===== src/core/acp_defs.vh =====
// constants for the converter processor-port controller
`ifndef ACP_DEFS_VH
`define ACP_DEFS_VH
`define ACP_OFF_CTRL 8'h00
`define ACP_OFF_CMD 8'h04
`define ACP_OFF_STAT 8'h08
`define ACP_OFF_DATA 8'h0c
`define ACP_OFF_CDIV 8'h10
`define ACP_CTRL_TIED 0
`define ACP_CMD_OP_LO 4
`define ACP_CMD_OP_HI 5
`define ACP_OP_SELECT 2'h1
`define ACP_OP_START 2'h2
`define ACP_OP_BOTH 2'h3
`define ACP_ST_EOC_N 0
`define ACP_ST_FLAG 1
`define ACP_ST_BUSY 2
`define ACP_ST_ARMED 3
`define ACP_CTRL_RST 1'h0
`define ACP_CDIV_RST 16'h00c3
`define ACP_CLK_MHZ 250
`define ACP_STRETCH_NS 3000
`define ACP_STRETCH_CYC ((`ACP_STRETCH_NS * `ACP_CLK_MHZ) / 1000 + 1)
`define ACP_SETTLE_NS 3000
`define ACP_SETTLE_CYC ((`ACP_SETTLE_NS * `ACP_CLK_MHZ + 999) / 1000)
`define ACP_PULSE_NS 200
`define ACP_PULSE_CYC ((`ACP_PULSE_NS * `ACP_CLK_MHZ + 999) / 1000)
`define ACP_OE_NS 400
`define ACP_OE_CYC ((`ACP_OE_NS * `ACP_CLK_MHZ + 999) / 1000)
`define ACP_EOC_WAIT_PER 4'h8
`define ACP_RESP_OK 2'h0
`define ACP_RESP_ERR 2'h2
`endif


===== src/core/acp_ctrl.v =====
// controller driving the multiplexed converter pins, with an axi4-lite register slave
// Operation
// - shared latch/start pulse is held high for more than 3 us.
// - start pulse comes from a write command.
// - channel latch strobe comes from a write command carrying the code.
// - a read of the result register pulses output-enable.
// - port access happens only on a decoded register access.
// - channel code travels in the low three data bits of the command.
// - channel code is driven on its own three select pins.
// - tied mode pulses latch and start together on one command.
// - output-enable stays high for OE_CYC cycles and falls as the result read is answered.
// - end-of-conversion state is visible to software directly.
// - a flag latches end-of-conversion and clears on result read.
// - select command pulses only the latch strobe with the channel code.
// - start command pulses start; result read pulses output-enable.
// - status bit zero reads low when conversion is complete.
// - end-of-conversion is ignored for a wait period after start.
// - result is fetched by the output-enable access after completion.
// - controller drives start, latch and output-enable and reads end-of-conversion.
// - converter clock is divided from the system clock.
// - rising end-of-conversion sets the flag; result read clears it.
// - combined command inserts a settle delay between latch and start when tied mode is off.
//
// Register access over AXI4-Lite and the placing of the registers were chosen for this implementation.
`timescale 1ns/10ps
`include "acp_defs.vh"
module acp_ctrl #(
  parameter STRETCH_CYC = `ACP_STRETCH_CYC,
  parameter SETTLE_CYC = `ACP_SETTLE_CYC,
  parameter PULSE_CYC = `ACP_PULSE_CYC,
  parameter OE_CYC = `ACP_OE_CYC
) (
  input wire clk_sys, // system clock, 250 mhz
  input wire sys_rst, // async reset, active high
  input wire [7:0] s_axi_awaddr, // write address
  input wire s_axi_awvalid, // write address valid
  output wire s_axi_awready, // write address ready
  input wire [31:0] s_axi_wdata, // write data
  input wire [3:0] s_axi_wstrb, // write byte strobes
  input wire s_axi_wvalid, // write data valid
  output wire s_axi_wready, // write data ready
  output reg [1:0] s_axi_bresp, // write response
  output reg s_axi_bvalid, // write response valid
  input wire s_axi_bready, // write response ready
  input wire [7:0] s_axi_araddr, // read address
  input wire s_axi_arvalid, // read address valid
  output wire s_axi_arready, // read address ready
  output reg [31:0] s_axi_rdata, // read data
  output reg [1:0] s_axi_rresp, // read response
  output reg s_axi_rvalid, // read data valid
  input wire s_axi_rready, // read data ready
  output reg adc_clk, // converter clock
  output reg [2:0] adc_chan, // channel select pins
  output reg adc_ale, // channel latch strobe
  output reg adc_start, // start conversion pulse
  output reg adc_oe, // result output enable
  input wire [7:0] adc_data, // converter result bus
  input wire adc_eoc, // end of conversion
  output wire eoc_flag // latched end-of-conversion flag
);
  // sequencer states
  localparam ST_IDLE = 3'h0;
  localparam ST_ALE = 3'h1;
  localparam ST_GAP = 3'h2;
  localparam ST_START = 3'h3;
  localparam ST_TIED = 3'h4;
  localparam ST_OE = 3'h5;

  // sequencer, mode and divider state
  reg [2:0] state_r;
  reg [2:0] state_nxt;
  reg [11:0] cnt_r;
  reg [11:0] cnt_nxt;
  reg both_r;
  reg tied_r;
  reg [15:0] cdiv_r;
  reg [15:0] div_cnt_r;
  // pin synchronisers and end-of-conversion tracking
  reg eoc_s1_r;
  reg eoc_s2_r;
  reg eoc_d_r;
  reg [7:0] d_s1_r;
  reg [7:0] d_s2_r;
  reg flag_r;
  reg [3:0] wait_r;
  // result read held open while output-enable runs
  reg rd_pend_r;
  reg [7:0] rd_addr_r;

  // write taken only with address and data together, no response pending
  wire wr_go = s_axi_awvalid && s_axi_wvalid && !s_axi_bvalid;
  wire rd_go = s_axi_arvalid && !s_axi_rvalid && !rd_pend_r;
  wire busy = (state_r != ST_IDLE);
  // blanking window still counting after start
  wire armed = (wait_r != 4'h0);
  wire cclk_rise = (div_cnt_r == cdiv_r) && !adc_clk;
  wire eoc_done = eoc_s2_r && !armed;
  // commands ignored while the sequencer is busy
  // byte strobe 0 must be set for command writes
  wire cmd_wr = wr_go && (s_axi_awaddr == `ACP_OFF_CMD) && s_axi_wstrb[0] && !busy;
  wire [1:0] cmd_op = s_axi_wdata[`ACP_CMD_OP_HI:`ACP_CMD_OP_LO];
  wire data_rd = rd_go && (s_axi_araddr == `ACP_OFF_DATA) && !busy;
  // last cycle of the output-enable window
  wire oe_done = (state_r == ST_OE) && (cnt_r == 12'h000);
  wire start_fall = adc_start && (state_nxt != ST_START) && (state_nxt != ST_TIED);

  // handshakes combinational, data outputs registered
  assign s_axi_awready = wr_go;
  assign s_axi_wready = wr_go;
  assign s_axi_arready = rd_go;
  assign eoc_flag = flag_r;

  // sequencer for the latch, start and output-enable pins
  always @* begin
    state_nxt = state_r;
    cnt_nxt = (cnt_r == 12'h000) ? 12'h000 : cnt_r - 12'h001;
    // one pin sequence at a time; reads and commands share it
    case (state_r)
      ST_IDLE: begin
        if (data_rd) begin
          state_nxt = ST_OE;
          cnt_nxt = OE_CYC[11:0] - 12'h001;
        end else if (cmd_wr && cmd_op == `ACP_OP_START) begin
          state_nxt = ST_START;
          cnt_nxt = PULSE_CYC[11:0] - 12'h001;
        end else if (cmd_wr && cmd_op == `ACP_OP_BOTH && tied_r) begin
          state_nxt = ST_TIED;
          cnt_nxt = STRETCH_CYC[11:0] - 12'h001;
        end else if (cmd_wr && cmd_op != 2'h0) begin
          state_nxt = ST_ALE;
          cnt_nxt = PULSE_CYC[11:0] - 12'h001;
        end
      end
      ST_ALE: begin
        if (cnt_r == 12'h000) begin
          if (both_r) begin
            state_nxt = ST_GAP;
            cnt_nxt = SETTLE_CYC[11:0] - 12'h001;
          end else begin
            state_nxt = ST_IDLE;
          end
        end
      end
      ST_GAP: begin
        if (cnt_r == 12'h000) begin
          state_nxt = ST_START;
          cnt_nxt = PULSE_CYC[11:0] - 12'h001;
        end
      end
      ST_START: begin
        if (cnt_r == 12'h000) begin
          state_nxt = ST_IDLE;
        end
      end
      ST_TIED: begin
        if (cnt_r == 12'h000) begin
          state_nxt = ST_IDLE;
        end
      end
      ST_OE: begin
        if (cnt_r == 12'h000) begin
          state_nxt = ST_IDLE;
        end
      end
      default: begin
        state_nxt = ST_IDLE;
        cnt_nxt = 12'h000;
      end
    endcase
  end

  always @(posedge clk_sys or posedge sys_rst) begin
    if (sys_rst) begin
      state_r <= ST_IDLE;
      cnt_r <= 12'h000;
      both_r <= 1'b0;
      adc_chan <= 3'h0;
      adc_ale <= 1'b0;
      adc_start <= 1'b0;
      adc_oe <= 1'b0;
    end else begin
      state_r <= state_nxt;
      cnt_r <= cnt_nxt;
      // channel code kept until the next select or combined command
      if (state_r == ST_IDLE && cmd_wr) begin
        both_r <= (cmd_op == `ACP_OP_BOTH);
        if (cmd_op == `ACP_OP_SELECT || cmd_op == `ACP_OP_BOTH) begin
          adc_chan <= s_axi_wdata[2:0];
        end
      end

      // latch high on rise of the pulse, conversion begins on start fall
      adc_ale <= (state_nxt == ST_ALE) || (state_nxt == ST_TIED);
      adc_start <= (state_nxt == ST_START) || (state_nxt == ST_TIED);
      adc_oe <= (state_nxt == ST_OE);
    end
  end

  // converter clock divider
  // adc_clk toggles every cdiv_r+1 cycles and runs free
  // a divisor written below the count wraps at once
  always @(posedge clk_sys or posedge sys_rst) begin
    if (sys_rst) begin
      div_cnt_r <= 16'h0000;
      adc_clk <= 1'b0;
    end else if (div_cnt_r >= cdiv_r) begin
      div_cnt_r <= 16'h0000;
      adc_clk <= !adc_clk;
    end else begin
      div_cnt_r <= div_cnt_r + 16'h0001;
    end
  end

  // pin synchronisers, blanking after start, end-of-conversion flag
  always @(posedge clk_sys or posedge sys_rst) begin
    if (sys_rst) begin
      // idle end-of-conversion is high: no false edge after reset
      eoc_s1_r <= 1'b1;
      eoc_s2_r <= 1'b1;
      eoc_d_r <= 1'b1;
      d_s1_r <= 8'h00;
      d_s2_r <= 8'h00;
      wait_r <= 4'h0;
      flag_r <= 1'b0;
    end else begin
      eoc_s1_r <= adc_eoc;
      eoc_s2_r <= eoc_s1_r;
      eoc_d_r <= eoc_done;
      // result bus sampled every cycle through two stages; the read takes d_s2_r in the last oe cycle
      d_s1_r <= adc_data;
      d_s2_r <= d_s1_r;

      // start fall arms the blanking window
      if (start_fall) begin
        wait_r <= `ACP_EOC_WAIT_PER;
      end else if (armed && cclk_rise) begin
        wait_r <= wait_r - 4'h1;
      end
      // set wins over a clear in the same cycle
      if (eoc_done && !eoc_d_r) begin
        flag_r <= 1'b1;
      end else if (oe_done) begin
        flag_r <= 1'b0;
      end
    end
  end

  // register slave
  always @(posedge clk_sys or posedge sys_rst) begin
    if (sys_rst) begin
      // separate strobes after reset
      tied_r <= `ACP_CTRL_RST;
      cdiv_r <= `ACP_CDIV_RST;
      s_axi_bvalid <= 1'b0;
      s_axi_bresp <= `ACP_RESP_OK;
      s_axi_rvalid <= 1'b0;
      s_axi_rresp <= `ACP_RESP_OK;
      s_axi_rdata <= 32'h00000000;
      rd_pend_r <= 1'b0;
      rd_addr_r <= 8'h00;
    end else begin
      // write channel
      if (s_axi_bvalid && s_axi_bready) begin
        s_axi_bvalid <= 1'b0;
      end else if (wr_go) begin
        s_axi_bvalid <= 1'b1;
        s_axi_bresp <= `ACP_RESP_OK;
        case (s_axi_awaddr)
          `ACP_OFF_CTRL: begin
            if (s_axi_wstrb[0]) begin
              tied_r <= s_axi_wdata[`ACP_CTRL_TIED];
            end
          end
          `ACP_OFF_CDIV: begin
            if (s_axi_wstrb[0]) begin
              cdiv_r[7:0] <= s_axi_wdata[7:0];
            end
            if (s_axi_wstrb[1]) begin
              cdiv_r[15:8] <= s_axi_wdata[15:8];
            end
          end
          `ACP_OFF_CMD: begin
          end
          default: begin
            s_axi_bresp <= `ACP_RESP_ERR;
          end
        endcase
      end

      // read channel
      if (s_axi_rvalid && s_axi_rready) begin
        s_axi_rvalid <= 1'b0;
      end else if (rd_pend_r) begin
        // answer only once the oe window has closed
        if (oe_done) begin
          rd_pend_r <= 1'b0;
          s_axi_rvalid <= 1'b1;
          s_axi_rdata <= {24'h000000, d_s2_r};
        end
      end else if (rd_go) begin
        rd_addr_r <= s_axi_araddr;
        s_axi_rresp <= `ACP_RESP_OK;
        s_axi_rdata <= 32'h00000000;
        case (s_axi_araddr)
          `ACP_OFF_CTRL: begin
            s_axi_rvalid <= 1'b1;
            s_axi_rdata[`ACP_CTRL_TIED] <= tied_r;
          end
          `ACP_OFF_CMD: begin
            s_axi_rvalid <= 1'b1;
            s_axi_rdata[2:0] <= adc_chan;
          end
          `ACP_OFF_STAT: begin
            // status word built from live state
            s_axi_rvalid <= 1'b1;
            s_axi_rdata[`ACP_ST_EOC_N] <= !eoc_done;
            s_axi_rdata[`ACP_ST_FLAG] <= flag_r;
            s_axi_rdata[`ACP_ST_BUSY] <= busy;
            s_axi_rdata[`ACP_ST_ARMED] <= armed;
          end
          `ACP_OFF_CDIV: begin
            s_axi_rvalid <= 1'b1;
            s_axi_rdata[15:0] <= cdiv_r;
          end
          // result read refused while a pin sequence runs
          `ACP_OFF_DATA: begin
            if (busy) begin
              s_axi_rvalid <= 1'b1;
              s_axi_rresp <= `ACP_RESP_ERR;
            end else begin
              rd_pend_r <= 1'b1;
            end
          end
          default: begin
            s_axi_rvalid <= 1'b1;
            s_axi_rresp <= `ACP_RESP_ERR;
          end
        endcase
      end
    end
  end
endmodule


===== config.mk =====
export PLATFORM = sky130hd
export DESIGN_NAME = acp_ctrl
export DESIGN_NICKNAME = d
export VERILOG_FILES = /design/src/core/acp_ctrl.v
export VERILOG_INCLUDE_DIRS = /design/src /design/src/core
export SDC_FILE = /design/constraint.sdc
export NUM_CORES = 1
export LEC_CHECK = 0
export BUFFER_PORTS_ARGS = -buffer_cell sky130_fd_sc_hd__buf_2
export CAP_MARGIN = 20
export CELL_PAD_IN_SITES_DETAIL_PLACEMENT = 1
export CELL_PAD_IN_SITES_GLOBAL_PLACEMENT = 1
export CORE_ASPECT_RATIO = 0.8
export CORE_MARGIN = 2
export CORE_UTILIZATION = 42
export CTS_BUF_LIST = sky130_fd_sc_hd__clkbuf_16
export CTS_CLUSTER_DIAMETER = 200
export DETAILED_ROUTE_END_ITERATION = 16
export GPL_ROUTABILITY_DRIVEN = 0
export PLACE_DENSITY_LB_ADDON = 0.1
export SLEW_MARGIN = 20
export SYNTH_ARGS = -nofsm -noshare
export SYNTH_HDL_FRONTEND = slang
export SYNTH_SLANG_ARGS = --single-unit

===== constraint.sdc =====
create_clock -name clk_sys -period 3.7 [get_ports clk_sys]
set_input_delay 0.37 -clock clk_sys [delete_from_list [all_inputs] [get_ports clk_sys]]
set_output_delay 0.37 -clock clk_sys [all_outputs]
set_load 0.02 [all_outputs]

# Yosys cells after proc, flatten, opt, wreduce, memory -nomap -nowiden
# Cells that the tools add are included.
# W data, S select, Z words.
[word_totals]
ff_bits = 119
wordCells = 159
[classes]
add_sub_neg = 3
n_lt_le_gt_ge = 1
n_eq_ne = 24
n_mux = 46
n_bitwise = 3
n_reduce_logical = 57
[op_table]
columns = ["operator", "count"]
rows = [
  ["$mux W12", 9],
  ["$mux W32", 3],
  ["$pmux W12 S4", 1],
  ["$logic_and A1 B1 Y1", 23],
  ["$mux W3", 7],
  ["$add A16 B1 Y16 const B", 1],
  ["$eq A16 B16 Y1", 1],
  ["$eq A8 B3 Y1 const B", 2],
  ["$eq A8 B4 Y1 const B", 2],
  ["$eq A8 B5 Y1 const B", 2],
  ["$ge A16 B16 Y1", 1],
  ["$logic_not A8 Y1", 2],
  ["$mux W16", 1],
  ["$mux W1", 15],
  ["$eq A3 B3 Y1 const B", 4],
  ["$logic_not A12 Y1", 1],
  ["$pmux W3 S4", 1],
  ["$reduce_and A4 Y1", 3],
  ["$sub A12 B1 Y12 const B", 1],
  ["$reduce_bool A2 Y1", 5],
  ["$eq A3 B2 Y1 const B", 3],
  ["$reduce_and A3 Y1", 3],
  ["$logic_not A1 Y1", 8],
  ["$mux W4", 2],
  ["other kinds (22)", 33],
]

# Logic depth before layout (Yosys ltp)
[logic_depth]
ltp_word = 15
mapped_depth = 10
ltp_nobuf = 8

# Least setup slack after synthesis
# Ideal clock, no wire load.
[synth_path]
path_kind = "register to register"
startpoint = "reg s_axi_bvalid"
endpoint = "reg wait_r[0]"
arrival_time_ns = 2.431
t_required_ns = 3.566
path_slack_ns = 1.135
path_stages_with_launch = 8
path_buffers = 1
cell_sequence = "dfrtp_1 > and3b_1 > clkbuf_1 > nand4_1 > o311a_1 > or2_1 > o41ai_2 > nor2_1"
[synth_via]
elab_chain_len = 15
[synth_rtl]
columns = ["element", "line", "source"]
rows = [
  ["start: declaration", "acp_ctrl.v:43", "output reg s_axi_bvalid,"],
  ["start signal: assignment", "acp_ctrl.v:254", "s_axi_bvalid <= 1'b0;"],
  ["start signal: assignment", "acp_ctrl.v:264", "s_axi_bvalid <= 1'b0;"],
  ["start signal: assignment", "acp_ctrl.v:266", "s_axi_bvalid <= 1'b1;"],
  ["$logic_not A1 Y1 *", "acp_ctrl.v:91", "wire wr_go = s_axi_awvalid && s_axi_wvalid && !s_axi_bvalid;"],
  ["$logic_and A1 B1 Y1 *", "acp_ctrl.v:91", ""],
  ["net s_axi_awready", "acp_ctrl.v:37", "output wire s_axi_awready,"],
  ["$logic_and A1 B1 Y1 * (3 in a row)", "acp_ctrl.v:100", "wire cmd_wr = wr_go && (s_axi_awaddr == `ACP_OFF_CMD) && s_axi_wstrb[0] && !busy;"],
  ["$logic_and A1 B1 Y1, on equally long branches", "n/a", ""],
  ["$mux W3 or $logic_and A1 B1 Y1 (tied branches)", "acp_ctrl.v:129, acp_ctrl.v:126", ""],
  ["$mux W3", "acp_ctrl.v:126", "end else if (cmd_wr && cmd_op == `ACP_OP_BOTH && tied_r) begin"],
  ["$mux W3 *", "acp_ctrl.v:123", "end else if (cmd_wr && cmd_op == `ACP_OP_START) begin"],
  ["$mux W3 *", "acp_ctrl.v:120", "if (data_rd) begin"],
  ["$pmux W3 S4 *", "acp_ctrl.v:118", "case (state_r)"],
  ["$ne A3 B2 Y1", "acp_ctrl.v:105", "wire start_fall = adc_start && (state_nxt != ST_START) && (state_nxt != ST_TIED);"],
  ["$logic_and A1 B1 Y1", "acp_ctrl.v:105", ""],
  ["$logic_and A1 B1 Y1 *", "acp_ctrl.v:105", ""],
  ["$mux W4 or $reduce_bool A2 Y1 (tied branches)", "n/a", ""],
  ["end signal: assignment", "acp_ctrl.v:235", "wait_r <= `ACP_EOC_WAIT_PER;"],
  ["end signal: assignment", "acp_ctrl.v:237", "wait_r <= wait_r - 4'h1;"],
  ["end: declaration", "acp_ctrl.v:85", "reg [3:0] wait_r;"],
]
# The timed path passes the listed nets; every way through them passes the cells marked *.
# A chain may end at the register's enable or synchronous reset.

# Final worst setup path
[layout_path]
startpoint = "reg cnt_r[0]"
endpoint = "reg s_axi_rdata[0]"
[layout_via]
elab_chain_len = 4
[layout_rtl]
columns = ["element", "line", "source"]
rows = [
  ["start: declaration", "acp_ctrl.v:72", "reg [11:0] cnt_r;"],
  ["start signal: assignment", "acp_ctrl.v:183", "cnt_r <= cnt_nxt;"],
  ["$logic_not A12 Y1", "acp_ctrl.v:104", "wire oe_done = (state_r == ST_OE) && (cnt_r == 12'h000);"],
  ["$logic_and A1 B1 Y1", "acp_ctrl.v:104", ""],
  ["$ne A2 B1 Y1 (no source line)", "n/a", ""],
  ["$reduce_and A3 Y1 (no source line)", "n/a", ""],
  ["end signal: assignment", "acp_ctrl.v:298", "s_axi_rdata <= {24'h000000, d_s2_r};"],
  ["end signal: indexed assignment", "acp_ctrl.v:307", "s_axi_rdata[`ACP_CTRL_TIED] <= tied_r;"],
  ["end signal: assignment", "acp_ctrl.v:311", "s_axi_rdata[2:0] <= adc_chan;"],
  ["end: declaration", "acp_ctrl.v:48", "output reg [31:0] s_axi_rdata,"],
]
# Every way passes these cells.

==> results.json <==
{
  "post_cts_buffers": 0,
  "p_leak_nw": 2.86,
  "netlist_area_um2": 5120,
  "async_reset_ff_share_pct": 100,
  "fp-row-count": 36,
  "setup_tns_ps": 0,
  "synth_ff_type": "dfrtp_1",
  "dr.pass1.iters": 4,
  "cts_root_buffer": "clkbuf_16",
  "clk_pin_slew_ps": 70,
  "clock_latency_ps": 360,
  "period_needed_ps": 3000,
  "setup_violations": 0,
  "die_h_um": 103,
  "fmax_ghz": 0.333,
  "grt_pass1_wl_mm": 21.1,
  "hold_buffers": 0,
  "num_antenna_cells": 0,
  "grt_max_degree": 42,
  "final_cell_area_um2": 5920,
  "seq_area_um2": 2540,
  "critPathArrivalTime_ps": 3240,
  "finalCritPeriodShare_pct": 81.1,
  "path_max_fanout": 23,
  "p_int_mw": 2.05,
  "layout-drive-gt1-share_pct": 24.6,
  "clk_path_buf_depth": 2,
  "grt_use_total_pct": 21.2,
  "wire_per_inst_um": 18.0,
  "cp-start-kind": "register",
  "p_total_mw": 3.03,
  "maxCapViolCount": 0,
  "p_per_area_nw_per_um2": 511,
  "hpwl_mm": 10.2,
  "muxShareOfSynthArea_pct": 5.64,
  "drt_first_iter_violations": 120,
  "post-route-drc-count": 0,
  "grt_overflow": 0,
  "power_frac_comb_pct": 22.8,
  "vias_per_cell": 5.26,
  "timing.hold.ws_ps": 57.0,
  "die_w_um": 127,
  "ys_warn_count": 0,
  "cts_buffers": 9,
  "grt_pass1_vias": 3972,
  "ir_drop_uv": 244,
  "cts.sinks": 101,
  "worstSetupEndpointType": "register",
  "grt_antenna_before_repair": 0,
  "utilization_pct": 49.2,
  "nFillCells": 1376,
  "slew_headroom_pct": 30.2,
  "finalMaxSlewViolations": 0,
  "core-area_um2": 12000,
  "synth_top_family_by_area": "simple AND/OR/NAND/NOR gates",
  "num_vias": 3853,
  "cp.required_ps": 3940,
  "seq_area_frac_synth_pct": 49.5,
  "layout.nets": 664,
  "syn-instance-count": 496,
  "hold_path_class": "input pin to asynchronous set/reset pin",
  "worst_pin_slew_ps": 1040,
  "ys_seq_elements": 101,
  "synth_edf_count": 0,
  "multiInputGateArea_um2": 2320,
  "cts_max_level": 3,
  "skew_ps": 8.49,
  "status": "finished clean",
  "synth_cell_types": 58,
  "detail-route-antenna-nets": 0,
  "seqPwrFrac_pct": 45.2,
  "routed_wl_mm": 13.2,
  "critPathKind": "register to register",
  "clkPwrFrac_pct": 32.0,
  "ios": 117,
  "synth_adder_area_share_pct": 4.89,
  "netSwitchingFraction_pct": 32.4,
  "synth_compound_area_share_pct": 11.1,
  "syn2layout_area_growth_pct": 15.6,
  "start_util_pct": 42.6,
  "rsz0062_at_grt": "no",
  "post_dp_cell_area_um2": 5620,
  "yosys.area_share.simple_pct": 17.7,
  "power.switching_mw": 0.981,
  "die_area_um2": 13100,
  "finalHoldViolations": 0,
  "io_buffers": 80,
  "cts_tree": "done",
  "synth_xor_area_share_pct": 4.62,
  "ctsResizeCount": 0,
  "avgSynthCellArea_um2": 10.3
}
metrics by stage:
stage | worst slack [ps] | std cells
6_report | 698 | 733
5_1_grt | 482 | 733
4_1_cts | 685 | 733
3_5_place_dp | 702 | 717
3_3_place_gp | 756 | 717
2_1_floorplan | 694 | 513
registers in the layout (all words and copies together), names as in the netlist, 4 cells and up:
name	cells
cdiv_r	16
div_cnt_r	16
s_axi_rdata	16
cnt_r	12
d_s1_r	8
d_s2_r	8
wait_r	4
cell usage in the layout, fill, tap and decap left out, drive strengths merged, types with 5 or more instances in the layout:
cell / n
nand4: 9
nor3: 14
or4: 6
dfrtp: 94
nor2: 41
xor2: 13
or2: 5
xnor2: 14
ha: 20
nand3: 13
a21oi: 10
o21ai: 17
inv: 37
a21o: 10
buf: 85
clkbuf: 9
mux2: 23
nor4: 10
a22oi: 11
conb: 18
dfstp: 7
nor2b: 9
a22o: 9
nand2: 39
worst max-delay path, cell delays in order, from the launching register on:
cell     delay [ps]
dfrtp_1         450
inv_1            90
ha_1            230
or4b_2          680
nor4_2          160
buf_4           180
and2_1          240
a31oi_2         420
mux2_2          430
power by group through the flow:
stage	clock (mW)	sequential (mW)	combinational, mW
3_5_place_dp	0	1.38	0.696
5_1_grt	1.03	1.39	0.788
6_report	0.968	1.37	0.690
2_1_floorplan	0	1.37	0.502
3_3_place_gp	0	1.38	0.661
4_1_cts	0.995	1.37	0.700
per-layer routing:
layer / track usage, % / vias up / share of wire [%]
met1: 30.7 / 1901 / 51
met4: 5.58 / 0 / 1.1
met3: 4.88 / 9 / 3.5
met5: 0 / - / 0
met2: 32.4 / 69 / 44
li1: - / 1874 / -
cells by family (layout without fill, tap and decap cells):
kind of cell    after synthesis  in the layout
compound gates               80             80
xor+xnor                     27             27
fa+ha+maj                    20             20
buf+inv                      68            136
flops                       101            101
mux                          26             26
other cells                   1             18
simple gates                173            173
Yosys cell counts, drive strengths merged, types with 6 or more instances:
master / count / share of area (%)
inv: 35 / 2.6
or4: 6 / 1.0
nor2: 41 / 3.0
dfstp: 7 / 3.6
o21ai: 17 / 1.7
dfrtp: 94 / 46
nor4: 10 / 1.3
nand3: 13 / 1.3
nand4: 9 / 1.1
a22o: 9 / 1.5
a21oi: 10 / 0.98
nor2b: 9 / 1.1
a21o: 10 / 1.5
clkbuf: 13 / 0.95
nor3: 14 / 1.5
buf: 20 / 3.0
nand2: 39 / 2.9
mux2: 23 / 5.1
xnor2: 14 / 2.4
xor2: 13 / 2.2
a22oi: 11 / 1.6
ha: 20 / 4.9
path summary, 6_finish.rpt:
kind | from | to | slack (ps) | cells after the start
setup / recovery | cnt_r[0] | s_axi_rdata[0] | 700 | 8
hold / removal | sys_rst | wait_r[3] | 60 | 2
setup reg to reg | cnt_r[0] | s_axi_rdata[0] | 700 | 8
hold reg to reg | d_s1_r[6] | d_s2_r[6] | 350 | 0
max in group asynchronous | sys_rst | cdiv_r[7] | 2760 | 3
min in group clk_sys | adc_eoc | eoc_s1_r | 110 | 1
cell type report:
class / instances / area share, %
clock inverters: 7 / 1.27
flip-flops and latches: 101 / 42.8
repair buffers: 85 / 7.40
inverters: 35 / 2.26
multi-input cells: 344 / 39.2
clock buffers: 9 / 3.80
well taps: 152 / 3.21
(Power assumes the default switching activity.)
